[src/logic/vsr_pkg.sv]
/*
  Shared constants for the vibration sensor control and information registers:
  SPI word layout, register addresses, field positions, reset values and the
  self-test sequencer states.
  Assumes a 20 MHz core clock and 16-bit SPI words.
*/
package vsr_pkg;

  // Core clock
  localparam int CLK_PERIOD_NS = 50;

  // Settling time of the sensing element around each self-test step
  localparam int ST_SETTLE_NS = 100000;
  localparam int ST_SETTLE_CYC = (ST_SETTLE_NS + CLK_PERIOD_NS - 1) / CLK_PERIOD_NS;
  localparam int ST_CNT_W = 12;

  // SPI word: [15] write, [14:8] address, [7:0] write data
  localparam int SPI_WORD_BITS = 16;
  localparam int SPI_WRITE_BIT = 15;

  // Register addresses; odd address is the high byte of a word
  localparam logic [6:0] ADDR_FLASH_COUNT = 7'h00;
  localparam logic [6:0] ADDR_CAPT_BUF = 7'h14;
  localparam logic [6:0] ADDR_MISC_LOW = 7'h34;
  localparam logic [6:0] ADDR_MISC_HIGH = 7'h35;
  localparam logic [6:0] ADDR_SELFTEST_DELTA = 7'h38;
  localparam logic [6:0] ADDR_DIAG = 7'h3c;
  localparam logic [6:0] ADDR_GCMD_LOW = 7'h3e;
  localparam logic [6:0] ADDR_GCMD_HIGH = 7'h3f;
  localparam logic [6:0] ADDR_LOT_LOW = 7'h52;
  localparam logic [6:0] ADDR_LOT_HIGH = 7'h54;
  localparam logic [6:0] ADDR_SERIAL = 7'h58;

  // Global command: bits 2 and 4 in the low byte, bit 11 is bit 3 of the high byte
  localparam int GCMD_SELFTEST_BIT = 2;
  localparam int GCMD_CLEAR_BIT = 4;
  localparam int GCMD_CAPTURE_BIT = 3;

  // Misc control fields
  localparam logic [15:0] MISC_RESET = 16'h0003;
  localparam int MISC_COMP_ONE_BIT = 0;
  localparam int MISC_COMP_TWO_BIT = 1;
  localparam int MISC_STEN_BIT = 8;
  localparam int MISC_STEN_HIGH_BIT = 0;

  // Diagnostic flag positions
  localparam int DIAG_CAP_VIOL_BIT = 4;
  localparam int DIAG_ST_FAIL_BIT = 5;

  // Capture buffer
  localparam int BUF_DEPTH = 1024;
  localparam int BUF_AW = 10;

  typedef enum logic [1:0] {
    ST_IDLE = 2'b00,
    ST_BASE = 2'b01,
    ST_DRIVE = 2'b10,
    ST_MEAS = 2'b11
  } vsr_st_type;

endpackage : vsr_pkg

[src/logic/vsr_regs.sv]
/*
  SPI-reached self-test, identification, flash counter and manual capture
  registers of the vibration sensor, with the automatic self-test sequencer.
  Assumes a host acting as SPI master (mode 3, 16-bit words), a capture engine
  and sample memory outside on the same clock, and a power-up reset.
*/
// Operation
// - Global command bit 2 runs automatic self-test
// - Delta outside limits sets fail flag
// - Misc bit 8 drives stimulus manually
// - Self-test enable clears itself when done
// - Misc control resets to 0x0003, reserved bits
// - Misc bits 1,0 enable supply compensation
// - Delta is signed 16 bits, 19.073 mg/LSB
// - Unique 24-bit lot code over two registers
// - Lot low byte in bits 15:8
// - Lot high register holds upper two bytes
// - Read-only 16-bit serial number
// - Flash counter increments on each write
// - Manual capture mode after start-up
// - Command bit 11 starts manual capture
// - Repeated buffer reads return successive samples
// - Reads pipelined, answer one transfer later
// - Violation flag holds until capture or clear command; fail flag also until next self-test
// - SPI traffic during capture flags violation
`timescale 1ns/1ps
`default_nettype none

module vsr_regs #(
  parameter logic [23:0] LOT_CODE = 24'h123456,     // Arbitrary value
  parameter logic [7:0] LOT_INTERNAL = 8'h00,       // Arbitrary value
  parameter logic [15:0] SERIAL_NUMBER = 16'h0001,  // Arbitrary value
  parameter logic signed [15:0] ST_MIN = 16'sh0010,
  parameter logic signed [15:0] ST_MAX = 16'sh0400
) (
  // Clock and reset
  input wire logic clk,
  input wire logic reset,
  // SPI pins
  input wire logic spiSclk,
  input wire logic spiCsN,
  input wire logic spiMosi,
  output logic spiMiso,
  output logic spiMisoOe,
  // Sensing element
  input wire logic signed [15:0] accelSample,
  output logic stimulusOn,
  output logic auxOneComp,
  output logic auxTwoComp,
  // Capture engine and sample memory
  output logic captureStart,
  input wire logic captureBusy,
  output logic [vsr_pkg::BUF_AW-1:0] bufReadAddr,
  input wire logic [15:0] bufReadData,
  // Flash controller
  input wire logic flashWriteDone
);

  logic sclkS;
  logic csNS;
  logic mosiS;
  logic sclkD;
  logic csND;
  logic [15:0] rxShift;
  logic [15:0] txShift;
  logic [15:0] txWord;
  logic [4:0] bitCount;
  logic reloadNext;
  logic selfTestEn;
  logic capViol;
  logic stFail;
  logic captureBusyD;
  logic [15:0] flashCount;
  logic signed [15:0] selftestDelta;
  logic signed [15:0] baseline;
  logic [vsr_pkg::ST_CNT_W-1:0] settleCount;
  logic stimAuto;
  vsr_pkg::vsr_st_type stState;

  vsr_sync3 #(.RESET_VAL(1'b1)) syncSclk (.clk(clk), .reset(reset), .in(spiSclk), .out(sclkS));
  vsr_sync3 #(.RESET_VAL(1'b1)) syncCs (.clk(clk), .reset(reset), .in(spiCsN), .out(csNS));
  vsr_sync3 #(.RESET_VAL(1'b0)) syncMosi (.clk(clk), .reset(reset), .in(spiMosi), .out(mosiS));

  // SPI framing and decode
  wire sclkRise = sclkS & ~sclkD;
  wire sclkFall = ~sclkS & sclkD;
  wire csFall = ~csNS & csND;
  wire [15:0] rxNext = {rxShift[14:0], mosiS};
  wire frameDone = ~csNS & sclkRise & (bitCount == 5'(vsr_pkg::SPI_WORD_BITS - 1));
  wire isWrite = rxNext[vsr_pkg::SPI_WRITE_BIT];
  wire [6:0] addr = rxNext[14:8];
  wire [7:0] wdata = rxNext[7:0];
  wire [6:0] rdAddr = {addr[6:1], 1'b0};
  wire wrFrame = frameDone & isWrite;
  wire readReq = frameDone & ~isWrite;
  // Only misc control and global command decode writes; the rest are read-only
  wire wrMiscLow = wrFrame & (addr == vsr_pkg::ADDR_MISC_LOW);
  wire wrMiscHigh = wrFrame & (addr == vsr_pkg::ADDR_MISC_HIGH);
  wire wrGcmdLow = wrFrame & (addr == vsr_pkg::ADDR_GCMD_LOW);
  wire wrGcmdHigh = wrFrame & (addr == vsr_pkg::ADDR_GCMD_HIGH);
  wire bufRead = readReq & (rdAddr == vsr_pkg::ADDR_CAPT_BUF);
  // Manual capture is the only trigger this block issues
  wire capStartReq = wrGcmdHigh & wdata[vsr_pkg::GCMD_CAPTURE_BIT];
  wire stStartReq = wrGcmdLow & wdata[vsr_pkg::GCMD_SELFTEST_BIT];
  wire clearCmd = wrGcmdLow & wdata[vsr_pkg::GCMD_CLEAR_BIT];
  wire stenSet = wrMiscHigh & wdata[vsr_pkg::MISC_STEN_HIGH_BIT];
  wire captureDone = captureBusyD & ~captureBusy;
  wire violSet = frameDone & captureBusy;
  wire settleDone = (settleCount == vsr_pkg::ST_CNT_W'(vsr_pkg::ST_SETTLE_CYC - 1));
  wire signed [15:0] measDelta = accelSample - baseline;
  wire stOutside = (selftestDelta < ST_MIN) | (selftestDelta > ST_MAX);

  // Read-back words
  wire [15:0] miscRead = {7'h00, selfTestEn, 6'h00, auxTwoComp, auxOneComp};
  wire [15:0] diagRead = {10'h000, stFail, capViol, 4'h0};
  wire [15:0] lotLowRead = {LOT_CODE[7:0], LOT_INTERNAL};
  wire [15:0] lotHighRead = LOT_CODE[23:8];
  wire [15:0] readData =
    (rdAddr == vsr_pkg::ADDR_CAPT_BUF) ? bufReadData :
    (rdAddr == vsr_pkg::ADDR_MISC_LOW) ? miscRead :
    (rdAddr == vsr_pkg::ADDR_SELFTEST_DELTA) ? selftestDelta :
    (rdAddr == vsr_pkg::ADDR_DIAG) ? diagRead :
    (rdAddr == vsr_pkg::ADDR_LOT_LOW) ? lotLowRead :
    (rdAddr == vsr_pkg::ADDR_LOT_HIGH) ? lotHighRead :
    (rdAddr == vsr_pkg::ADDR_SERIAL) ? SERIAL_NUMBER :
    (rdAddr == vsr_pkg::ADDR_FLASH_COUNT) ? flashCount :
    16'h0000;

  // Serial shifter; MISO changes on falling SCLK so the host samples on rising
  always_ff @(posedge clk) begin
    if (reset) begin
      sclkD <= 1'b1;
      csND <= 1'b1;
      rxShift <= 16'h0000;
      bitCount <= 5'h00;
      spiMisoOe <= 1'b0;
    end else begin
      sclkD <= sclkS;
      csND <= csNS;
      spiMisoOe <= ~csNS;
      if (csNS) begin
        bitCount <= 5'h00;
      end else if (sclkRise) begin
        rxShift <= rxNext;
        bitCount <= frameDone ? 5'h00 : bitCount + 5'h01;
      end
    end
  end

  // The answer to a read leaves in the following transfer
  always_ff @(posedge clk) begin
    if (reset) begin
      txWord <= 16'h0000;
      txShift <= 16'h0000;
      spiMiso <= 1'b0;
      reloadNext <= 1'b0;
    end else begin
      if (readReq) begin
        txWord <= readData;
      end
      if (csFall) begin
        // MSB stays on the line through the first falling SCLK of the frame
        spiMiso <= txWord[15];
        txShift <= txWord;
        reloadNext <= 1'b0;
      end else if (sclkFall & reloadNext) begin
        spiMiso <= txWord[15];
        txShift <= {txWord[14:0], 1'b0};
        reloadNext <= 1'b0;
      end else begin
        if (sclkFall & ~csNS) begin
          spiMiso <= txShift[15];
          txShift <= {txShift[14:0], 1'b0};
        end
        if (frameDone) begin
          reloadNext <= 1'b1;
        end
      end
    end
  end

  // Misc control; manual stimulus ends with the capture that follows it
  always_ff @(posedge clk) begin
    if (reset) begin
      auxOneComp <= vsr_pkg::MISC_RESET[vsr_pkg::MISC_COMP_ONE_BIT];
      auxTwoComp <= vsr_pkg::MISC_RESET[vsr_pkg::MISC_COMP_TWO_BIT];
      selfTestEn <= vsr_pkg::MISC_RESET[vsr_pkg::MISC_STEN_BIT];
    end else begin
      if (wrMiscLow) begin
        auxOneComp <= wdata[vsr_pkg::MISC_COMP_ONE_BIT];
        auxTwoComp <= wdata[vsr_pkg::MISC_COMP_TWO_BIT];
      end
      if (stenSet) begin
        selfTestEn <= 1'b1;
      end else if (captureDone | wrMiscHigh) begin
        selfTestEn <= 1'b0;
      end
    end
  end

  // Capture command, buffer read pointer and flash counter
  always_ff @(posedge clk) begin
    if (reset) begin
      captureStart <= 1'b0;
      captureBusyD <= 1'b0;
      bufReadAddr <= '0;
      flashCount <= 16'h0000;
    end else begin
      captureStart <= capStartReq;
      captureBusyD <= captureBusy;
      if (capStartReq) begin
        bufReadAddr <= '0;
      end else if (bufRead) begin
        bufReadAddr <= bufReadAddr + vsr_pkg::BUF_AW'(1);
      end
      if (flashWriteDone) begin
        flashCount <= flashCount + 16'h0001;
      end
    end
  end

  // Automatic self-test: baseline, drive, measure, judge
  always_ff @(posedge clk) begin
    if (reset) begin
      stState <= vsr_pkg::ST_IDLE;
      settleCount <= '0;
      baseline <= 16'sh0000;
      selftestDelta <= 16'sh0000;
      stimAuto <= 1'b0;
      stimulusOn <= 1'b0;
    end else begin
      stimulusOn <= stimAuto | selfTestEn;
      unique case (stState)
        vsr_pkg::ST_IDLE: begin
          settleCount <= '0;
          if (stStartReq) begin
            stState <= vsr_pkg::ST_BASE;
          end
        end
        vsr_pkg::ST_BASE: begin
          settleCount <= settleDone ? '0 : settleCount + vsr_pkg::ST_CNT_W'(1);
          if (settleDone) begin
            baseline <= accelSample;
            stimAuto <= 1'b1;
            stState <= vsr_pkg::ST_DRIVE;
          end
        end
        vsr_pkg::ST_DRIVE: begin
          settleCount <= settleDone ? '0 : settleCount + vsr_pkg::ST_CNT_W'(1);
          if (settleDone) begin
            selftestDelta <= measDelta;
            stimAuto <= 1'b0;
            stState <= vsr_pkg::ST_MEAS;
          end
        end
        vsr_pkg::ST_MEAS: begin
          stState <= vsr_pkg::ST_IDLE;
        end
      endcase
    end
  end

  // Sticky flags: hardware set wins over capture start and clear command
  always_ff @(posedge clk) begin
    if (reset) begin
      stFail <= 1'b0;
      capViol <= 1'b0;
    end else begin
      if (stState == vsr_pkg::ST_MEAS) begin
        stFail <= stOutside;
      end else if (capStartReq | clearCmd) begin
        stFail <= 1'b0;
      end
      if (violSet) begin
        capViol <= 1'b1;
      end else if (capStartReq | clearCmd) begin
        capViol <= 1'b0;
      end
    end
  end
endmodule : vsr_regs

`default_nettype wire

[src/logic/vsr_sync3.sv]
/*
  Three-stage input synchroniser with agreement filter.
  Assumes an asynchronous single-bit input and a synchronous active-high reset.
*/
`timescale 1ns/1ps
`default_nettype none

module vsr_sync3 #(
  parameter logic RESET_VAL = 1'b0
) (
  // Clock and reset
  input wire logic clk,
  input wire logic reset,
  // Pin side and synchronised level
  input wire logic in,
  output logic out
);

  logic s1;
  logic s2;
  logic s3;

  // A change is accepted only once the second and third stages agree
  always_ff @(posedge clk) begin
    if (reset) begin
      s1 <= RESET_VAL;
      s2 <= RESET_VAL;
      s3 <= RESET_VAL;
      out <= RESET_VAL;
    end else begin
      s1 <= in;
      s2 <= s1;
      s3 <= s2;
      if (s2 == s3) begin
        out <= s2;
      end
    end
  end

endmodule : vsr_sync3

`default_nettype wire

[config.mk]
export PLATFORM = sky130hd
export DESIGN_NAME = vsr_regs
export DESIGN_NICKNAME = d
export VERILOG_FILES = /design/src/logic/vsr_pkg.sv /design/src/logic/vsr_regs.sv /design/src/logic/vsr_sync3.sv
export SDC_FILE = /design/constraint.sdc
export NUM_CORES = 1
export LEC_CHECK = 0
export BUFFER_PORTS_ARGS = -buffer_cell sky130_fd_sc_hd__buf_4
export CORE_AREA = 2 2 156 158
export DETAILED_ROUTE_END_ITERATION = 10
export DIE_AREA = 0 0 158 160
export GPL_TIMING_DRIVEN = 0
export HOLD_SLACK_MARGIN = 0.06
export PLACE_DENSITY_LB_ADDON = 0.2
export SLEW_MARGIN = 20
export SYNTH_ARGS = -nofsm -noshare
export SYNTH_HDL_FRONTEND = slang
export SYNTH_SLANG_ARGS = --single-unit
[constraint.sdc]
create_clock -name clk -period 2.8 [get_ports clk]
set_clock_uncertainty 0.2 [all_clocks]
set_input_delay 0.28 -clock clk [delete_from_list [all_inputs] [get_ports clk]]
set_output_delay 0.28 -clock clk [all_outputs]
set_load 0.02 [all_outputs]
==> results.cfg, run 1 <==
[place]
dp_slack_ps = -171
io_buffer_count = 54
gp_congestion = 0.871
dp.cells = 1227
dpl_cell_area_um2 = 7990
dp_hpwl_um = 13700

[finish]
final_util_pct = 37.5
final_cell_area_um2 = 8920
antenna_cells = 0
drive_above_1_share_pct = 12.3
fin_cells = 1296
multi_input_area_um2 = 3870
seq_area_um2 = 3000
areaGrowthSynthToFinish_pct = 24.4
final_nets = 1023
fillers = 2503

[synthesis]
synth-compound-area-share_pct = 15.9
synth-seq-cells = 150
syn_nets = 913
synth_xor_area_share_pct = 5.98
synth_top_cell_by_area = dfxtp_1
synth_top_area_share_pct = 41.9
synth_ff_type = dfxtp_1
synth_cell_type_count = 65
synth_fa_ha_area_share_pct = 4.46
yosys.area_share.simple_pct = 24.7
syn-mean-instance-area_um2 = 8.45
synth_top_family_by_area = simple AND/OR/NAND/NOR gates
synth_warnings = 0
synth_edf_count = 0
synthesis.area_um2 = 7170
synth.mux.area_fraction_pct = 2.79
yosys-top-cells-area = dfxtp_1 42%, nor2_1 6.6%, nand2_1 5.4%, ha_1 4.2%, a21oi_1 3.9%
postSynthCellCount = 849
async_reset_ff_share_pct = 0
yosysSeqAreaShare_pct = 41.9
synth_common_cells = 150 x dfxtp_1, 126 x nor2_1, 104 x nand2_1
yosysMostFrequentCell = dfxtp_1

[sta]
finalCriticalPeriod_ps = 2630
finalCritPeriodShare_pct = 94.1
slew_headroom_pct = 52.2
finalSetupViolCount = 0
final_hold_viol_count = 0
worst_pin_slew_ps = 717
max_freq_ghz = 0.380
final-max-slew-violation-count = 0
worst_slack_ps = 165
rsz0062_at_grt = false

[power]
p_seq_share_pct = 46.1
switching_power_mw = 1.22
leakagePower_nw = 3.41
powerDensity_nw_per_um2 = 527
ir_drop_mv = 0.285
intPower_mw = 3.48
design_power_total_mw = 4.70
power_frac_comb_pct = 7.1
power_frac_clock_pct = 46.7
p_sw_share_pct = 25.9

[global_routing]
grt_pass1_wl_um = 31000
use_met2_pct = 23.9
antenna_found_initial = 0
grt_max_degree = 17
busiest_layer = met2
grt.total_usage_pct = 15.5
grt_use_met3_pct = 2.99
grt_pass1_vias = 6023
use_met1_pct = 21.9
overflow = 0

[min_path]
hold_class = in2reg
min_path_cells = 4
min_from = accelSample[0]
hold-path-endpoint = selftestDelta[0]

[setup_path]
crit_arrival_ps = 2720
worstReg2RegStart = baseline[0]
crit_type = in2reg
reg2regPathDepth = 9
worst_ep_required_time_ps = 2880
worstPathMaxFanout = 3
critPathLaunchType = input port
critPathCaptureType = register
timing.rr.end = selftestDelta[8]
reg2reg_slack_ps = 220

[drt]
first_pass_iters = 7
num_vias = 6210
wl_per_cell_um = 14.5
wl_um = 18800
postRouteAntennaNets = 0
route.detailed.drc = 0
first_iter_violations = 471
vias_per_cell = 4.79

[cts]
cts-htree-levels = 4
numCtsBuffers = 17
cts_tree = built
clock_path_buffers = 2
root_buffer = clkbuf_16
clk-insertion-delay-late_ps = 430
cts.sinks = 150
clkTransAtPathRegs_ps = 60

[die]
die-area_um2 = 25300
core_um2 = 23800
io_pins = 55
die_x_um = 158
die_y_um = 160
rows = 57
initial_core_util_pct = 30.1

[outcome]
outcome = completed

[flow_run]
cap_violations = 0
per-stage QoR:
step           TNS, ps  hold slack (ps)
3_3_place_gp      -376              194
4_1_cts              0             60.9
2_1_floorplan        0              184
3_5_place_dp      -311              198
5_1_grt              0              104
6_report             0             70.7
power groups by stage:
| stage | registers, mW | logic, mW | clock network [mW] |
|---|---|---|---|
| 2_1_floorplan | 2.21 | 0.181 | 0 |
| 3_3_place_gp | 2.22 | 0.295 | 0 |
| 3_5_place_dp | 2.22 | 0.294 | 0 |
| 4_1_cts | 2.17 | 0.338 | 2.27 |
| 5_1_grt | 2.17 | 0.374 | 2.36 |
| 6_report | 2.17 | 0.336 | 2.20 |
how the worst max path moves through the flow:
stage	start	end	cells after the start
final	accelSample[1]	selftestDelta[8]	9
after global routing	accelSample[1]	selftestDelta[8]	9
after CTS	accelSample[1]	selftestDelta[12]	9
after detailed placement	accelSample[0]	selftestDelta[12]	11
after global placement	accelSample[0]	selftestDelta[12]	11
after floorplan	accelSample[0]	selftestDelta[14]	10
flip-flops by register name, indices dropped and copies added, names as in the netlist, 2 cells and up:
| name | flops |
|---|---|
| baseline | 16 |
| flashCount | 16 |
| selftestDelta | 16 |
| txShift | 16 |
| txWord | 16 |
| rxShift | 15 |
| settleCount | 12 |
| bufReadAddr | 10 |
| bitCount | 5 |
| stState | 2 |
critical path: stages:
cell and delay (ps):
dlygate4sd3_1 530, buf_4 150, fa_1 490, a211oi_2 280, nor2_1 100, o21a_1 190
o41ai_1 310, xor2_1 290, a211oi_2 110
placed cells by master (no fill, tap or decap), drive strengths merged, types with 5 or more instances in the layout:
master       count
dfxtp          150
nor2           126
nand2          105
buf             67
a21oi           56
clkbuf          50
inv             39
nand3           36
dlygate4sd3     36
xor2            29
ha              24
xnor2           20
mux2i           20
o21ai           18
a311oi          17
nor3            15
and3            13
nor2b           13
a222oi          12
nand4           11
nand2b           9
or2              9
a211oi           8
a22o             7
nand3b           6
a21o             5
or3              5
and2             5
o21bai           5
final cells by class:
class / instances / area share, %
flip-flops and latches: 150 / 33.7
repair buffers: 91 / 8.67
clock inverters: 15 / 1.50
multi-input cells: 626 / 43.4
inverters: 28 / 1.18
clock buffers: 17 / 4.77
well taps: 324 / 4.54
plain buffers: 45 / 2.30
what timing repair did:
item,4_1_cts,5_1_grt
gates cloned,0,0
endpoints found under the setup margin,2,2
gates resized for setup,1,1
pin swaps,0,1
endpoints found under the hold margin,40,0
setup buffers,0,1
hold buffers,36,0
per-layer routing:
metal  wire, um  vias to the layer above
met1       9590                     2888
met4        291                        0
met5          0                        -
met3        698                       17
li1           -                     3209
met2       8210                       96
logic make-up after synthesis:
group / Yosys count
buffers and inverters: 73
xor gates and xnor gates: 49
and+or+nand+nor: 368
AOI/OAI and AO/OA: 164
adders and majority gates: 25
DFF: 150
muxes: 20
(Power assumes the default switching activity.)
==> run 2: changes to the inputs <==
- CORE_AREA: 2 2 156 158 -> 2 2 142 172
- DIE_AREA: 0 0 158 160 -> 0 0 144 174
==> run 2 against run 1 <==
Effect of this change:
- power is 0.38% lower
- sequential power is essentially flat
- design area shrank 0.18%
- via count about the same
- combinational power hardly changed
- clock power about the same
- worst hold slack gained 1.1 ps
- register-to-register slack lost 30 ps
- flip-flop and latch count did not move
- sequential share of layout area increased by 0.061 points
- non-clock buffer count decreased by 2
- core utilization rose by 0.43 points
- largest power group unchanged
==> results.cfg, run 2 (synthesis gave the netlist of run 1 again) <==
[setup_path]
crit_slowest_cell = fa_1
slowest_delay_ps = 420
cp_cell_sequence = ha_1 -> inv_1 -> fa_1 -> a211oi_1 -> o21ai_0 -> a221oi_2 -> o21bai_1 -> xnor2_1 -> o21ai_0
cp_common_cell = o21ai_0
worst_ep_required_time_ps = 2900
reg2regPathDepth = 9
crit_type = reg2reg
critPathCaptureType = register
critPathLaunchType = register
worstPathMaxFanout = 3
crit_arrival_ps = 2710

[min_path]
hold_class = in2reg
min_path_cells = 4

[drt]
vias_per_cell = 4.82
wl_um = 18700
postRouteAntennaNets = 0
wl_per_cell_um = 14.5
first_pass_iters = 8
first_iter_violations = 304
route.detailed.drc = 0
num_vias = 6212

[sta]
finalCriticalPeriod_ps = 2610
max_freq_ghz = 0.384
final-max-slew-violation-count = 0
worst_pin_slew_ps = 637
holdWs_ps = 71.8
slew_headroom_pct = 57.6
finalCritPeriodShare_pct = 93.1
rsz0062_at_grt = true
worst_slack_ps = 193
final_hold_viol_count = 0
setup_tns_ps = 0
finalSetupViolCount = 0

[global_routing]
grt_pass1_vias = 5996
grt_pass1_wl_um = 30900
antenna_found_initial = 0
overflow = 0
grt.total_usage_pct = 15.7
grt_max_degree = 17

[cts]
clk-insertion-delay-late_ps = 430
cts_tree = built
numCtsBuffers = 17
root_buffer = clkbuf_16
cts_setup_buffers = 0
clock_path_buffers = 2
cts.sinks = 150
cts-htree-levels = 4
clkTransAtPathRegs_ps = 60

[finish]
layout_commonest_cell = dfxtp_1
antenna_cells = 0
drive_above_1_share_pct = 12.3
areaGrowthSynthToFinish_pct = 24.2
layout_common_cells = 150 x dfxtp_1, 126 x nor2_1, 104 x nand2_1
fin_cells = 1290
final_nets = 1021

[power]
ir_drop_mv = 0.333
design_power_total_mw = 4.68
leakagePower_nw = 3.41
powerDensity_nw_per_um2 = 526

[die]
io_pins = 55
rows = 62
die-area_um2 = 25100
die_y_um = 174
core_um2 = 23500
die_x_um = 144
initial_core_util_pct = 30.5

[place]
dp_hpwl_um = 13900
io_buffer_count = 54
gp_congestion = 0.816
dp_slack_ps = -84.9
dp.cells = 1223

[outcome]
outcome = completed

[flow_run]
cap_violations = 0
run 2: changes by cell type in the layout (fill, tap and decap cells not counted), moves of 2 or more:
cell	previous run	this run
clkinv_2	0	5
inv_6	8	3
clkinv_4	0	4
inv_8	3	0
clkinvlp_4	4	2
run 2: final timing paths:
| kind | start | endpoint | slack (ps) |
|---|---|---|---|
| max reg2reg | baseline[0] | selftestDelta[12] | 190 |
| max | baseline[0] | selftestDelta[12] | 190 |
| min reg2reg | syncSclk.s1 | syncSclk.s2 | 210 |
| min | accelSample[0] | selftestDelta[0] | 70 |
run 2: routing by layer:
layer	GRT usage [%]	up-vias	part of all wire [%]
li1	-	3193	-
met1	19.4	2913	46
met2	27.4	92	49
met3	2.53	14	3.2
met4	5.15	0	1.5
met5	0	-	0
run 2: worst max-delay path, delay by kind of cell, from the launching register on:
kind                       cells  cell delay, ps
buffers and inverters          1              50
DFF                            1             330
AOI/OAI and AO/OA              5            1140
adders and majority gates      2             590
xor gates and xnor gates       1             180
run 2: area by class of cell:
cell class / count / area (um^2)
repair buffers: 90 / 766
fillers: 2446 / 14600
plain buffers: 44 / 201
flip-flops and latches: 150 / 3000
well taps: 320 / 400
multi-input cells: 626 / 3870
clock inverters: 15 / 131
clock buffers: 17 / 425
inverters: 28 / 105
run 2: what timing repair did:
action / in CTS / in global routing
gates resized for setup: 0 / 2
setup endpoints to repair: 0 / 5
hold endpoints to repair: 40 / 0
hold buffers: 36 / 0
run 2: power by group:
group	leakage, nW	internal [mW]	switching (mW)
clock network	0.274	1.23	0.954
logic	1.93	0.159	0.175
registers	1.21	2.15	0.0177
total	3.41	3.54	1.15
run 2: metrics by stage:
| stage | util (%) | area, um^2 |
|---|---|---|
| after floorplan | - | 7170 |
| final | 37.9 | 8910 |
| after global routing | 37.9 | 8910 |
| after CTS | 37.9 | 8900 |
| after detailed placement | 34.0 | 7980 |
| after global placement | 34.0 | 7980 |
